[src/core/bmu_pkg.sv]
/*
  shared constants and types of the binary multiply / divide / step unit.
  assumes one 100 MHz clock and an external sequencer that owns memory.
*/
package bmu_pkg;

  localparam int ACC_W  = 32;
  localparam int OPD_W  = 16;
  localparam int ADDR_W = 16;
  localparam int CNT_W  = 6;

  localparam logic [ACC_W-1:0] ACC_RST = 32'h0000_0000;
  localparam logic [OPD_W-1:0] ONE_W   = 16'h0001;
  localparam logic [OPD_W-1:0] ZERO_W  = 16'h0000;

  // operation codes on the request port
  typedef enum logic [1:0] {
    BMU_OP_MUL = 2'b00,
    BMU_OP_DIV = 2'b01,
    BMU_OP_INC = 2'b10,
    BMU_OP_DEC = 2'b11
  } bmu_op_t;

  // operand source
  typedef enum logic [1:0] {
    BMU_SRC_IMM = 2'b00,
    BMU_SRC_DIR = 2'b01,
    BMU_SRC_PTR = 2'b10
  } bmu_src_t;

  typedef enum logic [2:0] {
    BMU_ST_IDLE = 3'b000,
    BMU_ST_PRD  = 3'b001,
    BMU_ST_RD   = 3'b010,
    BMU_ST_DIV  = 3'b011,
    BMU_ST_WR   = 3'b100,
    BMU_ST_DONE = 3'b101
  } bmu_state_t;

endpackage

[src/core/bmu_divider.sv]
/*
  restoring divider, one quotient bit per cycle, 32 by 16 unsigned.
  assumes start only while idle and a divisor that is not zero.
*/
`timescale 1ns/1ps
module bmu_divider #(
  parameter int DW = 32,
  parameter int VW = 16,
  parameter int CW = 6
) (
  // clock and reset
  input  wire logic          clk_i,
  input  wire logic          nrst_i,
  // request
  input  wire logic          start_i,
  input  wire logic [DW-1:0] dividend_i,
  input  wire logic [VW-1:0] divisor_i,
  // answer
  output logic               done_o,
  output logic [DW-1:0]      quot_o,
  output logic [VW-1:0]      rem_o
);
  logic          busy;
  logic [CW-1:0] cnt;
  logic [VW:0]   part;
  logic [VW:0]   trial;
  logic [VW-1:0] dvs;
  logic [VW:0]   shifted;

  assign shifted = {part[VW-1:0], quot_o[DW-1]};
  assign trial   = shifted - {1'b0, dvs};

  always_ff @(posedge clk_i or negedge nrst_i) begin
    if (!nrst_i) begin
      busy   <= 1'b0;
      cnt    <= '0;
      part   <= '0;
      dvs    <= '0;
      quot_o <= '0;
      done_o <= 1'b0;
    end else begin
      done_o <= 1'b0;
      if (start_i && !busy) begin
        busy   <= 1'b1;
        cnt    <= CW'(DW);
        part   <= '0;
        dvs    <= divisor_i;
        quot_o <= dividend_i;
      end else if (busy) begin
        if (trial[VW]) begin
          part   <= shifted;
          quot_o <= {quot_o[DW-2:0], 1'b0};
        end else begin
          part   <= trial;
          quot_o <= {quot_o[DW-2:0], 1'b1};
        end
        cnt <= cnt - CW'(1);
        if (cnt == CW'(1)) begin
          busy   <= 1'b0;
          done_o <= 1'b1;
        end
      end
    end
  end

  assign rem_o = part[VW-1:0];

  // ****************************************
  // checks
  // ****************************************
  div_latency_a: assert property (
    @(posedge clk_i) disable iff (!nrst_i)
    (start_i && !busy) |-> ##33 done_o)
    else $error("divider did not finish in 33 cycles");
endmodule

[src/core/bmu_top.sv]
/*
  binary multiply, divide, increment and decrement unit on a 32-bit
  accumulator. assumes a sequencer that issues one request at a time and
  a word memory answering reads in the same cycle as the read strobe.
*/
`timescale 1ns/1ps
module bmu_top (
  // clock and reset
  input  wire logic                         CLOCK_I,
  input  wire logic                         NRST_I,
  // request from sequencer
  input  wire logic                         REQ_I,
  input  wire bmu_pkg::bmu_op_t             OP_I,
  input  wire bmu_pkg::bmu_src_t            SRC_I,
  input  wire logic [bmu_pkg::OPD_W-1:0]    ARG_I,
  // accumulator load
  input  wire logic                         ACC_LOAD_I,
  input  wire logic [bmu_pkg::ACC_W-1:0]    ACC_DATA_I,
  // word memory
  output logic                              MEM_RD_O,
  output logic                              MEM_WR_O,
  output logic [bmu_pkg::ADDR_W-1:0]        MEM_ADDR_O,
  output logic [bmu_pkg::OPD_W-1:0]         MEM_WDATA_O,
  input  wire logic [bmu_pkg::OPD_W-1:0]    MEM_RDATA_I,
  // stack push of remainder
  output logic                              STACK_PUSH_O,
  output logic [bmu_pkg::OPD_W-1:0]         STACK_DATA_O,
  // results
  output logic                              BUSY_O,
  output logic                              DONE_O,
  output logic [bmu_pkg::ACC_W-1:0]         ACC_O,
  output logic                              ZERO_RESULT_FLAG_O,
  output logic                              NEGATIVE_RESULT_FLAG_O,
  output logic                              OPERAND_RANGE_FLAG_O
);
  import bmu_pkg::*;

  bmu_state_t        state;
  bmu_op_t           op;
  logic [OPD_W-1:0]  arg;
  logic [OPD_W-1:0]  opnd;
  logic              div_start;
  logic              div_done;
  logic [ACC_W-1:0]  div_quot;
  logic [OPD_W-1:0]  div_rem;
  logic [ACC_W-1:0]  product;
  logic [OPD_W-1:0]  step;

  // zero-extended unsigned product fills all 32 bits
  assign product = ACC_W'(ACC_O[OPD_W-1:0]) * ACC_W'(opnd);
  assign step    = (op == BMU_OP_INC) ? opnd + ONE_W
                                      : opnd - ONE_W;

  // ****************************************
  // sequencing
  // ****************************************
  always_ff @(posedge CLOCK_I or negedge NRST_I) begin
    if (!NRST_I) begin
      state <= BMU_ST_IDLE;
      op    <= BMU_OP_MUL;
      arg   <= ZERO_W;
    end else begin
      unique case (state)
        BMU_ST_IDLE: begin
          if (REQ_I) begin
            op  <= OP_I;
            arg <= ARG_I;
            if (SRC_I == BMU_SRC_PTR) begin
              state <= BMU_ST_PRD;
            end else if (SRC_I == BMU_SRC_DIR ||
                         OP_I == BMU_OP_INC || OP_I == BMU_OP_DEC) begin
              state <= BMU_ST_RD;
            end else if (OP_I == BMU_OP_DIV) begin
              state <= BMU_ST_DIV;
            end else begin
              state <= BMU_ST_DONE;
            end
          end
        end
        BMU_ST_PRD: begin
          arg   <= MEM_RDATA_I;
          state <= BMU_ST_RD;
        end
        BMU_ST_RD: begin
          if (op == BMU_OP_INC || op == BMU_OP_DEC) begin
            state <= BMU_ST_WR;
          end else if (op == BMU_OP_DIV) begin
            state <= BMU_ST_DIV;
          end else begin
            state <= BMU_ST_DONE;
          end
        end
        BMU_ST_DIV: begin
          // zero divisor ends at once
          if (opnd == ZERO_W || div_done) begin
            state <= BMU_ST_DONE;
          end
        end
        BMU_ST_WR:   state <= BMU_ST_DONE;
        BMU_ST_DONE: state <= BMU_ST_IDLE;
        default:     state <= BMU_ST_IDLE;
      endcase
    end
  end

  // ****************************************
  // operand capture
  // ****************************************
  always_ff @(posedge CLOCK_I or negedge NRST_I) begin
    if (!NRST_I) begin
      opnd <= ZERO_W;
    end else if (state == BMU_ST_IDLE && REQ_I) begin
      opnd <= ARG_I;
    end else if (state == BMU_ST_RD) begin
      opnd <= MEM_RDATA_I;
    end
  end

  assign div_start = (state == BMU_ST_DIV) && (opnd != ZERO_W) && !BUSY_O;

  bmu_divider #(
    .DW (ACC_W),
    .VW (OPD_W),
    .CW (CNT_W)
  ) u_div (
    .clk_i      (CLOCK_I),
    .nrst_i     (NRST_I),
    .start_i    (div_start),
    .dividend_i (ACC_O),
    .divisor_i  (opnd),
    .done_o     (div_done),
    .quot_o     (div_quot),
    .rem_o      (div_rem)
  );

  // ****************************************
  // memory port
  // ****************************************
  always_ff @(posedge CLOCK_I or negedge NRST_I) begin
    if (!NRST_I) begin
      MEM_RD_O    <= 1'b0;
      MEM_WR_O    <= 1'b0;
      MEM_ADDR_O  <= ZERO_W;
      MEM_WDATA_O <= ZERO_W;
    end else begin
      MEM_RD_O <= 1'b0;
      MEM_WR_O <= 1'b0;
      if (state == BMU_ST_IDLE && REQ_I && SRC_I != BMU_SRC_IMM) begin
        MEM_RD_O   <= 1'b1;
        MEM_ADDR_O <= ARG_I;
      end else if (state == BMU_ST_PRD) begin
        MEM_RD_O   <= 1'b1;
        MEM_ADDR_O <= MEM_RDATA_I;
      end else if (state == BMU_ST_WR) begin
        MEM_WR_O    <= 1'b1;
        MEM_WDATA_O <= step;
        MEM_ADDR_O  <= arg;
      end
    end
  end

  // ****************************************
  // accumulator, stack and flags
  // ****************************************
  always_ff @(posedge CLOCK_I or negedge NRST_I) begin
    if (!NRST_I) begin
      ACC_O        <= ACC_RST;
      STACK_PUSH_O <= 1'b0;
      STACK_DATA_O <= ZERO_W;
    end else begin
      STACK_PUSH_O <= 1'b0;
      if (ACC_LOAD_I && state == BMU_ST_IDLE) begin
        ACC_O <= ACC_DATA_I;
      end else if (state == BMU_ST_DONE && op == BMU_OP_MUL) begin
        ACC_O <= product;
      end else if (state == BMU_ST_DIV && div_done) begin
        ACC_O        <= div_quot;
        STACK_PUSH_O <= 1'b1;
        STACK_DATA_O <= div_rem;
      end
    end
  end

  // flags change only on their own instructions, else they hold
  always_ff @(posedge CLOCK_I or negedge NRST_I) begin
    if (!NRST_I) begin
      ZERO_RESULT_FLAG_O     <= 1'b0;
      NEGATIVE_RESULT_FLAG_O <= 1'b0;
      OPERAND_RANGE_FLAG_O   <= 1'b0;
    end else if (state == BMU_ST_DONE && op == BMU_OP_MUL) begin
      ZERO_RESULT_FLAG_O     <= (product == ACC_RST);
      NEGATIVE_RESULT_FLAG_O <= product[ACC_W-1];
    end else if (state == BMU_ST_DIV && opnd == ZERO_W) begin
      OPERAND_RANGE_FLAG_O <= 1'b1;
    end else if (state == BMU_ST_DIV && div_done) begin
      OPERAND_RANGE_FLAG_O   <= 1'b0;
      ZERO_RESULT_FLAG_O     <= (div_quot == ACC_RST);
      NEGATIVE_RESULT_FLAG_O <= div_quot[ACC_W-1];
    end else if (state == BMU_ST_WR && op == BMU_OP_DEC) begin
      ZERO_RESULT_FLAG_O <= (step == ZERO_W);
    end
  end

  always_ff @(posedge CLOCK_I or negedge NRST_I) begin
    if (!NRST_I) begin
      BUSY_O <= 1'b0;
      DONE_O <= 1'b0;
    end else begin
      BUSY_O <= div_start || (BUSY_O && !div_done);
      DONE_O <= (state == BMU_ST_DONE);
    end
  end

  // ****************************************
  // checks
  // ****************************************
  mul_result_a: assert property (
    @(posedge CLOCK_I) disable iff (!NRST_I)
    (state == BMU_ST_DONE && op == BMU_OP_MUL && !ACC_LOAD_I)
    |=> ACC_O == $past(product))
    else $error("product not written to accumulator");
  mul_zero_a: assert property (
    @(posedge CLOCK_I) disable iff (!NRST_I)
    (state == BMU_ST_DONE && op == BMU_OP_MUL)
    |=> ZERO_RESULT_FLAG_O == (ACC_O == ACC_RST))
    else $error("zero flag disagrees with product");
  neg_flag_a: assert property (
    @(posedge CLOCK_I) disable iff (!NRST_I)
    (state == BMU_ST_DONE && op == BMU_OP_MUL)
    |=> NEGATIVE_RESULT_FLAG_O == ACC_O[ACC_W-1])
    else $error("negative flag disagrees with msb");
  div_zero_a: assert property (
    @(posedge CLOCK_I) disable iff (!NRST_I)
    (state == BMU_ST_DIV && opnd == ZERO_W)
    |=> OPERAND_RANGE_FLAG_O && $stable(ACC_O) && !STACK_PUSH_O)
    else $error("zero divisor mishandled");
  div_push_a: assert property (
    @(posedge CLOCK_I) disable iff (!NRST_I)
    (state == BMU_ST_DIV && div_done) |=> STACK_PUSH_O ##1 !STACK_PUSH_O)
    else $error("remainder push missing");
  div_bound_a: assert property (
    @(posedge CLOCK_I) disable iff (!NRST_I)
    (state == BMU_ST_DIV) |-> ##[1:40] (state == BMU_ST_DONE))
    else $error("divide did not end");
  inc_write_a: assert property (
    @(posedge CLOCK_I) disable iff (!NRST_I)
    (state == BMU_ST_WR && op == BMU_OP_INC)
    |=> MEM_WR_O && MEM_WDATA_O == $past(opnd) + ONE_W)
    else $error("increment write wrong");
  dec_write_a: assert property (
    @(posedge CLOCK_I) disable iff (!NRST_I)
    (state == BMU_ST_WR && op == BMU_OP_DEC)
    |=> MEM_WR_O && MEM_WDATA_O == $past(opnd) - ONE_W
        && ZERO_RESULT_FLAG_O == (MEM_WDATA_O == ZERO_W))
    else $error("decrement write wrong");
  flag_hold_a: assert property (
    @(posedge CLOCK_I) disable iff (!NRST_I)
    (state == BMU_ST_IDLE) |=> $stable(OPERAND_RANGE_FLAG_O))
    else $error("range flag changed while idle");
endmodule

[config.mk]
export PLATFORM = sky130hd
export DESIGN_NAME = bmu_top
export DESIGN_NICKNAME = d
export VERILOG_FILES = /design/src/core/bmu_pkg.sv /design/src/core/bmu_divider.sv /design/src/core/bmu_top.sv
export SDC_FILE = /design/constraint.sdc
export NUM_CORES = 1
export LEC_CHECK = 0
export BUFFER_PORTS_ARGS = -buffer_cell sky130_fd_sc_hd__buf_2
export CORE_MARGIN = 5
export CORE_UTILIZATION = 50
export DETAILED_ROUTE_END_ITERATION = 7
export PLACE_DENSITY = 0.71
export SYNTH_ARGS = -nofsm -noshare
export SYNTH_HDL_FRONTEND = slang
export SYNTH_SLANG_ARGS = --single-unit
[constraint.sdc]
create_clock -name CLOCK_I -period 6.8 [get_ports CLOCK_I]
set_input_delay 1.02 -clock CLOCK_I [delete_from_list [all_inputs] [get_ports CLOCK_I]]
set_output_delay 1.02 -clock CLOCK_I [all_outputs]
set_load 0.005 [all_outputs]
==> flow_metrics.py, run 1 <==
metrics = {
    "timing": {
        "tns_ns": 0,
        "worst_slew_pin_slew_ns": 1.11,
        "min_period_over_period": 0.974,
        "maxSlewViolCount": 0,
        "max-slew-margin-rel": 0.261,
        "max_clock_freq_mhz": 151,
        "setup_viol": 0,
        "period_needed_ns": 6.63,
        "final_hold_viol_count": 0,
        "skew_ns": 0.0175,
    },
    "synth": {
        "synth_edf_count": 0,
        "syn-instance-count": 2107,
        "synth_seq_area_share": 0.262,
        "synth_area_um2": 18800,
        "syn_avg_cell_area_um2": 8.93,
        "synthArstFlopShare": 1.00,
        "synthFlopType": "dfrtp_1",
        "ys_ff_latch": 197,
        "synth_cell_types": 67,
        "ys.warnings.count": 0,
        "synth_nets": 2512,
    },
    "floorplan": {
        "core-area_um2": 37400,
        "start_util": 0.503,
        "die_width_um": 204,
        "io_pins": 160,
        "rows": 71,
        "die-area_um2": 41600,
        "die_y_um": 204,
    },
    "placement": {
        "io_buffers": 159,
        "post-dp-hpwl_um": 40700,
        "routabilityCongestion": 0.923,
    },
    "run": {
        "maxCapViolations": 0,
    },
    "final_layout": {
        "nFillCells": 3391,
        "antennaDiodeCount": 0,
        "areaGrowthSynthToFinish_pct": 13.0,
        "final_nets": 2668,
        "multi_input_area_um2": 12600,
        "drive_above_1_share": 0.156,
        "seqCellArea_um2": 4960,
    },
    "drt": {
        "via_per_inst": 5.60,
        "final_antenna_net_count": 0,
        "drc": 0,
        "first_pass_iters": 5,
        "wirelength_um": 52600,
        "drtIter0Drc": 1104,
        "vias": 15600,
        "wl_per_cell_um": 18.9,
    },
    "outcome": {
        "status": "complete, no violations",
    },
    "clock_tree": {
        "numCtsBuffers": 17,
        "cts_hold_buf": 0,
        "cts_htree_levels": 4,
        "cts_tree": "done",
        "cts_root_buffer": "clkbuf_16",
        "clock_sinks": 197,
        "cts.reportedPaths.clkPinSlew_ns": 0.09,
        "clock_path_buffers": 2,
        "clock_latency_ns": 0.46,
    },
    "hold_path": {
        "hp-class": "register to register",
    },
    "global_route": {
        "grt_usage": 0.255,
        "grt_pass1_wl_um": 85000,
        "antenna_found_initial": 1,
        "grt_pass1_vias": 16000,
        "grt_start_max_net_pins": 92,
        "overflow": 0,
    },
    "critical_path": {
        "critPathKind": "register to register",
        "critPathRequiredTime_ns": 7.18,
        "arrival_ns": 7.00,
        "crit_path_max_fanout": 7,
        "start_kind": "register",
        "cp-end-kind": "register",
    },
}
-- worst paths after layout --
kind,start,end,slack (ns),depth (start not counted)
worst max-delay path,opnd[4],ZERO_RESULT_FLAG_O,0.17,23
worst min-delay path,MEM_WDATA_O[13],MEM_WDATA_O[13],0.47,2
worst max register to register,opnd[4],ZERO_RESULT_FLAG_O,0.17,23
worst min register to register,MEM_WDATA_O[13],MEM_WDATA_O[13],0.47,2
max in group asynchronous,NRST_I,u_div.busy,4.81,2
min in group asynchronous,NRST_I,STACK_PUSH_O,0.54,1
-- timing repair --
action / in CTS / in global routing
gates resized for setup: 0 / 42
endpoints found under the setup margin: 0 / 6
hold endpoints to repair: 0 / 0
setup buffers: 0 / 8
-- registers in the layout, indices dropped and copies added (netlist names) --
signal	count
MEM_ADDR_O	16
OPERAND_RANGE_FLAG_O	1
u_div.busy	1
u_div.done_o	1
u_div.part	16
MEM_RD_O	1
arg	16
ZERO_RESULT_FLAG_O	1
MEM_WDATA_O	16
op	2
u_div.cnt	6
MEM_WR_O	1
state	3
BUSY_O	1
STACK_DATA_O	16
ACC_O	32
NEGATIVE_RESULT_FLAG_O	1
u_div.quot_o	32
opnd	16
STACK_PUSH_O	1
u_div.dvs	16
DONE_O	1
-- stage by stage --
step	cell area (um^2)	instances	worst slack, ns	utilization	hold WS, ns
after CTS	21100	2779	0.00928	0.564	0.472
after detailed placement	20500	2747	0.0277	0.548	0.458
after floorplan	18800	2107	0.175	-	0.435
final	21300	2787	0.174	0.569	0.471
after global placement	20500	2747	0.121	0.548	0.454
after global routing	21300	2787	-0.0408	0.569	0.498
-- critical path, cell delays in order, from the launching register on --
cell     delay [ns]
dfrtp_2        0.47
buf_2          0.19
and2_1         0.18
fa_1           0.53
inv_1          0.05
fa_1           0.45
fa_1           0.51
inv_1          0.05
fa_1           0.49
fa_1           0.51
inv_1          0.05
fa_1           0.48
inv_1          0.04
ha_1           0.30
a21oi_1        0.24
o21ai_1        0.14
a21oi_2        0.15
o221a_1        0.25
xnor2_1        0.10
or3_1          0.32
or4_1          0.43
nor4b_2        0.26
nand3_1        0.12
o31ai_2        0.22
-- logic make-up (layout without fill, tap and decap cells) --
logic type | after synthesis | count (layout) | share of synthesized area
AOI/OAI and AO/OA | 397 | 397 | 0.128
xor gates and xnor gates | 59 | 59 | 0.0275
adders and majority gates | 333 | 333 | 0.300
buffers and inverters | 379 | 548 | 0.0759
DFF | 197 | 197 | 0.262
muxes | 83 | 83 | 0.0451
and+or+nand+nor | 659 | 659 | 0.162
-- placed cells by master (no fill, tap or decap), types with 56 or more instances in the layout --
master / netlist / final
a21oi_1: 96 / 93
and2_1: 121 / 120
buf_2: 5 / 159
buf_4: 0 / 90
dfrtp_1: 197 / 174
fa_1: 196 / 196
ha_1: 137 / 135
inv_1: 262 / 262
mux2i_1: 68 / 68
nand2_1: 372 / 372
nor2_1: 57 / 56
o21ai_0: 167 / 164
-- layout make-up --
class	count	area share
Clock buffer	18	0.0202
Inverter	263	0.0464
Multi-Input combinational cell	1531	0.590
Tap cell	511	0.0301
Sequential cell	197	0.233
Timing Repair Buffer	253	0.0721
Clock inverter	14	0.00788
-- synth_stat cells, types with 7 or more instances --
library cell / instances / share of area
nand2_1: 372 / 0.074
inv_1: 262 / 0.052
dfrtp_1: 197 / 0.26
fa_1: 196 / 0.21
o21ai_0: 167 / 0.044
ha_1: 137 / 0.091
and2_1: 121 / 0.040
clkbuf_1: 99 / 0.020
a21oi_1: 96 / 0.026
mux2i_1: 68 / 0.036
nor2_1: 57 / 0.011
xnor2_1: 36 / 0.017
xor2_1: 23 / 0.011
nand3_1: 22 / 0.0059
a21o_1: 18 / 0.0072
nor4_1: 17 / 0.0057
a22o_1: 16 / 0.0074
mux2_2: 15 / 0.0090
a221oi_1: 14 / 0.0065
a22oi_1: 14 / 0.0056
a31oi_1: 12 / 0.0040
buf_1: 12 / 0.0024
nand4_1: 10 / 0.0033
nor3_1: 10 / 0.0027
nand2b_1: 9 / 0.0030
or3_1: 8 / 0.0027
and3_1: 7 / 0.0023
o21a_1: 7 / 0.0028
-- metal layers --
layer  track usage  up-vias  part of all wire
met3        0.0336      110             0.055
met2         0.444      499              0.50
met4        0.0732        2             0.029
met5             0        -           0.00025
li1              -     7198                 -
met1         0.335     7786              0.41
Power of run 1 is not shown: default switching activity piles up to over one toggle a cycle in this logic, so the estimate is an artifact.
==> inputs of run 2 (changes only) <==
--- a/config.mk
+++ b/config.mk
@@ -12,4 +12,5 @@
 export PLACE_DENSITY = 0.71
 export SYNTH_ARGS = -nofsm -noshare
 export SYNTH_HDL_FRONTEND = slang
+export SYNTH_HIERARCHICAL = 1
 export SYNTH_SLANG_ARGS = --single-unit
==> run 2 against run 1 <==
Clock skew is 0.0025 ns higher. Critical endpoint unchanged. First-iteration DRC count is 47% higher. Largest cell class unchanged. Synthesized area is 3.7% higher. Critical path type unchanged.
==> flow_metrics.py, run 2 <==
metrics = {
    "outcome": {
        "status": "complete, no violations",
    },
    "timing": {
        "min_period_over_period": 0.954,
        "maxSlewViolCount": 0,
        "rsz0062_at_grt": "no",
        "max-slew-margin-rel": 0.420,
        "skew_ns": 0.0199,
        "tns_ns": 0,
        "final_hold_viol_count": 0,
        "setup_viol": 0,
        "period_needed_ns": 6.49,
        "worst_slew_pin_slew_ns": 0.866,
        "max_clock_freq_mhz": 154,
    },
    "drt": {
        "drc": 0,
        "vias": 16800,
        "wl_per_cell_um": 19.7,
        "drtIter0Drc": 1625,
        "first_pass_iters": 6,
        "final_antenna_net_count": 0,
        "wirelength_um": 56800,
        "via_per_inst": 5.83,
    },
    "synth": {
        "ys.warnings.count": 6,
        "synthArstFlopShare": 1.00,
        "synth_seq_area_share": 0.253,
        "synthTopCellsByArea": "dfrtp_1 (25%), fa_1 (20%), ha_1 (8.8%), nand2_1 (8.0%), inv_1 (5.0%)",
        "syn-instance-count": 2247,
        "synth_top_cells_by_count": "nand2_1 (415), inv_1 (261), dfrtp_1 (197)",
        "synth_edf_count": 0,
        "synth_cell_types": 83,
        "ys_ff_latch": 197,
        "synth_area_um2": 19500,
        "synth_nets": 2652,
        "yosys.area.top_type": "dfrtp_1",
        "syn_avg_cell_area_um2": 8.69,
        "synth.most_common_cell": "nand2_1",
        "yosysTopAreaCellShare": 0.253,
        "synthFlopType": "dfrtp_1",
    },
    "placement": {
        "post-dp-hpwl_um": 44300,
        "io_buffers": 159,
        "routabilityCongestion": 0.987,
    },
    "clock_tree": {
        "numCtsBuffers": 17,
        "cts.reportedPaths.clkPinSlew_ns": 0.08,
        "cts_hold_buf": 0,
        "post_cts_buffers": 0,
        "clock_path_buffers": 2,
        "cts_htree_levels": 4,
        "clock_sinks": 197,
        "cts_tree": "done",
        "cts_root_buffer": "clkbuf_16",
        "ctsResizeCount": 0,
        "clock_latency_ns": 0.47,
    },
    "global_route": {
        "grt_pass1_vias": 17300,
        "grt_start_max_net_pins": 97,
        "grt_pass1_wl_um": 93100,
        "overflow": 0,
        "grt_usage": 0.265,
        "antenna_found_initial": 0,
    },
    "final_layout": {
        "drive_above_1_share": 0.130,
        "multi_input_area_um2": 13200,
        "final_nets": 2764,
        "reg_top3": "ACC_O (32), u_div/quot_o (32)",
        "antennaDiodeCount": 0,
        "final_common_cell": "nand2_1",
        "nFillCells": 3533,
        "mostFrequentLayoutCells": "nand2_1 (415), inv_1 (261), fa_1 (196)",
        "areaGrowthSynthToFinish_pct": 10.7,
        "seqCellArea_um2": 4960,
    },
    "floorplan": {
        "start_util": 0.505,
        "rows": 72,
        "die_y_um": 208,
        "die-area_um2": 43100,
        "io_pins": 160,
        "core-area_um2": 38600,
        "die_width_um": 208,
    },
    "critical_path": {
        "arrival_ns": 6.88,
        "startpoint": "ACC_O[3]",
        "endpoint": "ZERO_RESULT_FLAG_O",
        "crit_path_max_fanout": 10,
        "rrSetupSlack_ns": 0.31,
        "critPathRequiredTime_ns": 7.19,
        "r2r-end": "ZERO_RESULT_FLAG_O",
        "cp-end-kind": "register",
        "ff2ff_path_depth": 23,
        "start_kind": "register",
        "reg2reg_from": "ACC_O[3]",
        "critPathKind": "register to register",
    },
    "run": {
        "maxCapViolations": 0,
    },
    "hold_path": {
        "hp-class": "register to register",
    },
}
run 2: area by class of cell:
cell class | count | share of cell area
Tap cell | 518 | 0.0300
Sequential cell | 197 | 0.230
Clock inverter | 11 | 0.00689
Clock buffer | 20 | 0.0216
Multi-Input combinational cell | 1666 | 0.609
Inverter | 262 | 0.0455
Timing Repair Buffer | 215 | 0.0575
run 2: worst max-delay path, stage by stage, from the launching register on:
cell	delay, ns
dfrtp_2	0.49
buf_4	0.21
and2_1	0.18
fa_1	0.48
inv_1	0.06
fa_1	0.53
inv_1	0.05
fa_1	0.38
fa_1	0.45
fa_1	0.60
inv_1	0.08
fa_1	0.48
inv_1	0.04
ha_2	0.32
a21oi_2	0.19
o21a_1	0.15
or3b_1	0.35
a211oi_1	0.19
nor2_1	0.12
xnor2_1	0.22
nand4_1	0.19
a2111oi_4	0.38
nand4_1	0.15
nand3_1	0.11
run 2: cells by family (layout without fill, tap and decap cells):
family	count (synthesis)	after routing	share of synthesized area
compound gates	444	444	0.146
xor+xnor	46	46	0.0206
fa+ha+maj	333	333	0.289
buf+inv	384	508	0.0762
flops	197	197	0.253
mux	59	59	0.0305
simple gates	784	784	0.185
run 2: worst min-delay path by stage:
| stage | startpoint | endpoint | slack [ns] | cells after the start |
|---|---|---|---|---|
| finish | OPERAND_RANGE_FLAG_O | OPERAND_RANGE_FLAG_O | 0.47 | 2 |
| global route | STACK_DATA_O[14] | STACK_DATA_O[14] | 0.49 | 2 |
| CTS | STACK_DATA_O[14] | STACK_DATA_O[14] | 0.48 | 2 |
| detailed placement | STACK_DATA_O[5] | STACK_DATA_O[5] | 0.46 | 2 |
| global placement | STACK_DATA_O[8] | STACK_DATA_O[8] | 0.45 | 2 |
| floorplan | u_div/cnt[5] | u_div/cnt[5] | 0.44 | 1 |
run 2: through the flow:
step                cells  hold WS [ns]  area (um^2)  worst slack [ns]  utilization
global placement     2858         0.453        20900             0.338        0.541
detailed placement   2858         0.458        20900             0.145        0.541
finish               2889         0.473        21600             0.312        0.559
global route         2889         0.487        21600            0.0116        0.559
CTS                  2889         0.478        21500             0.112        0.557
floorplan            2247         0.437        19500             0.418            -
run 2: routing by layer:
layer  up-vias  routed length, um  GRT usage
met1      8300              23500      0.348
met2       724              27500      0.443
met3       135               3470     0.0394
met4         0               2270      0.110
li1       7679                  -          -
met5         -                  0          0
Power of run 2 is left out for the same reason.
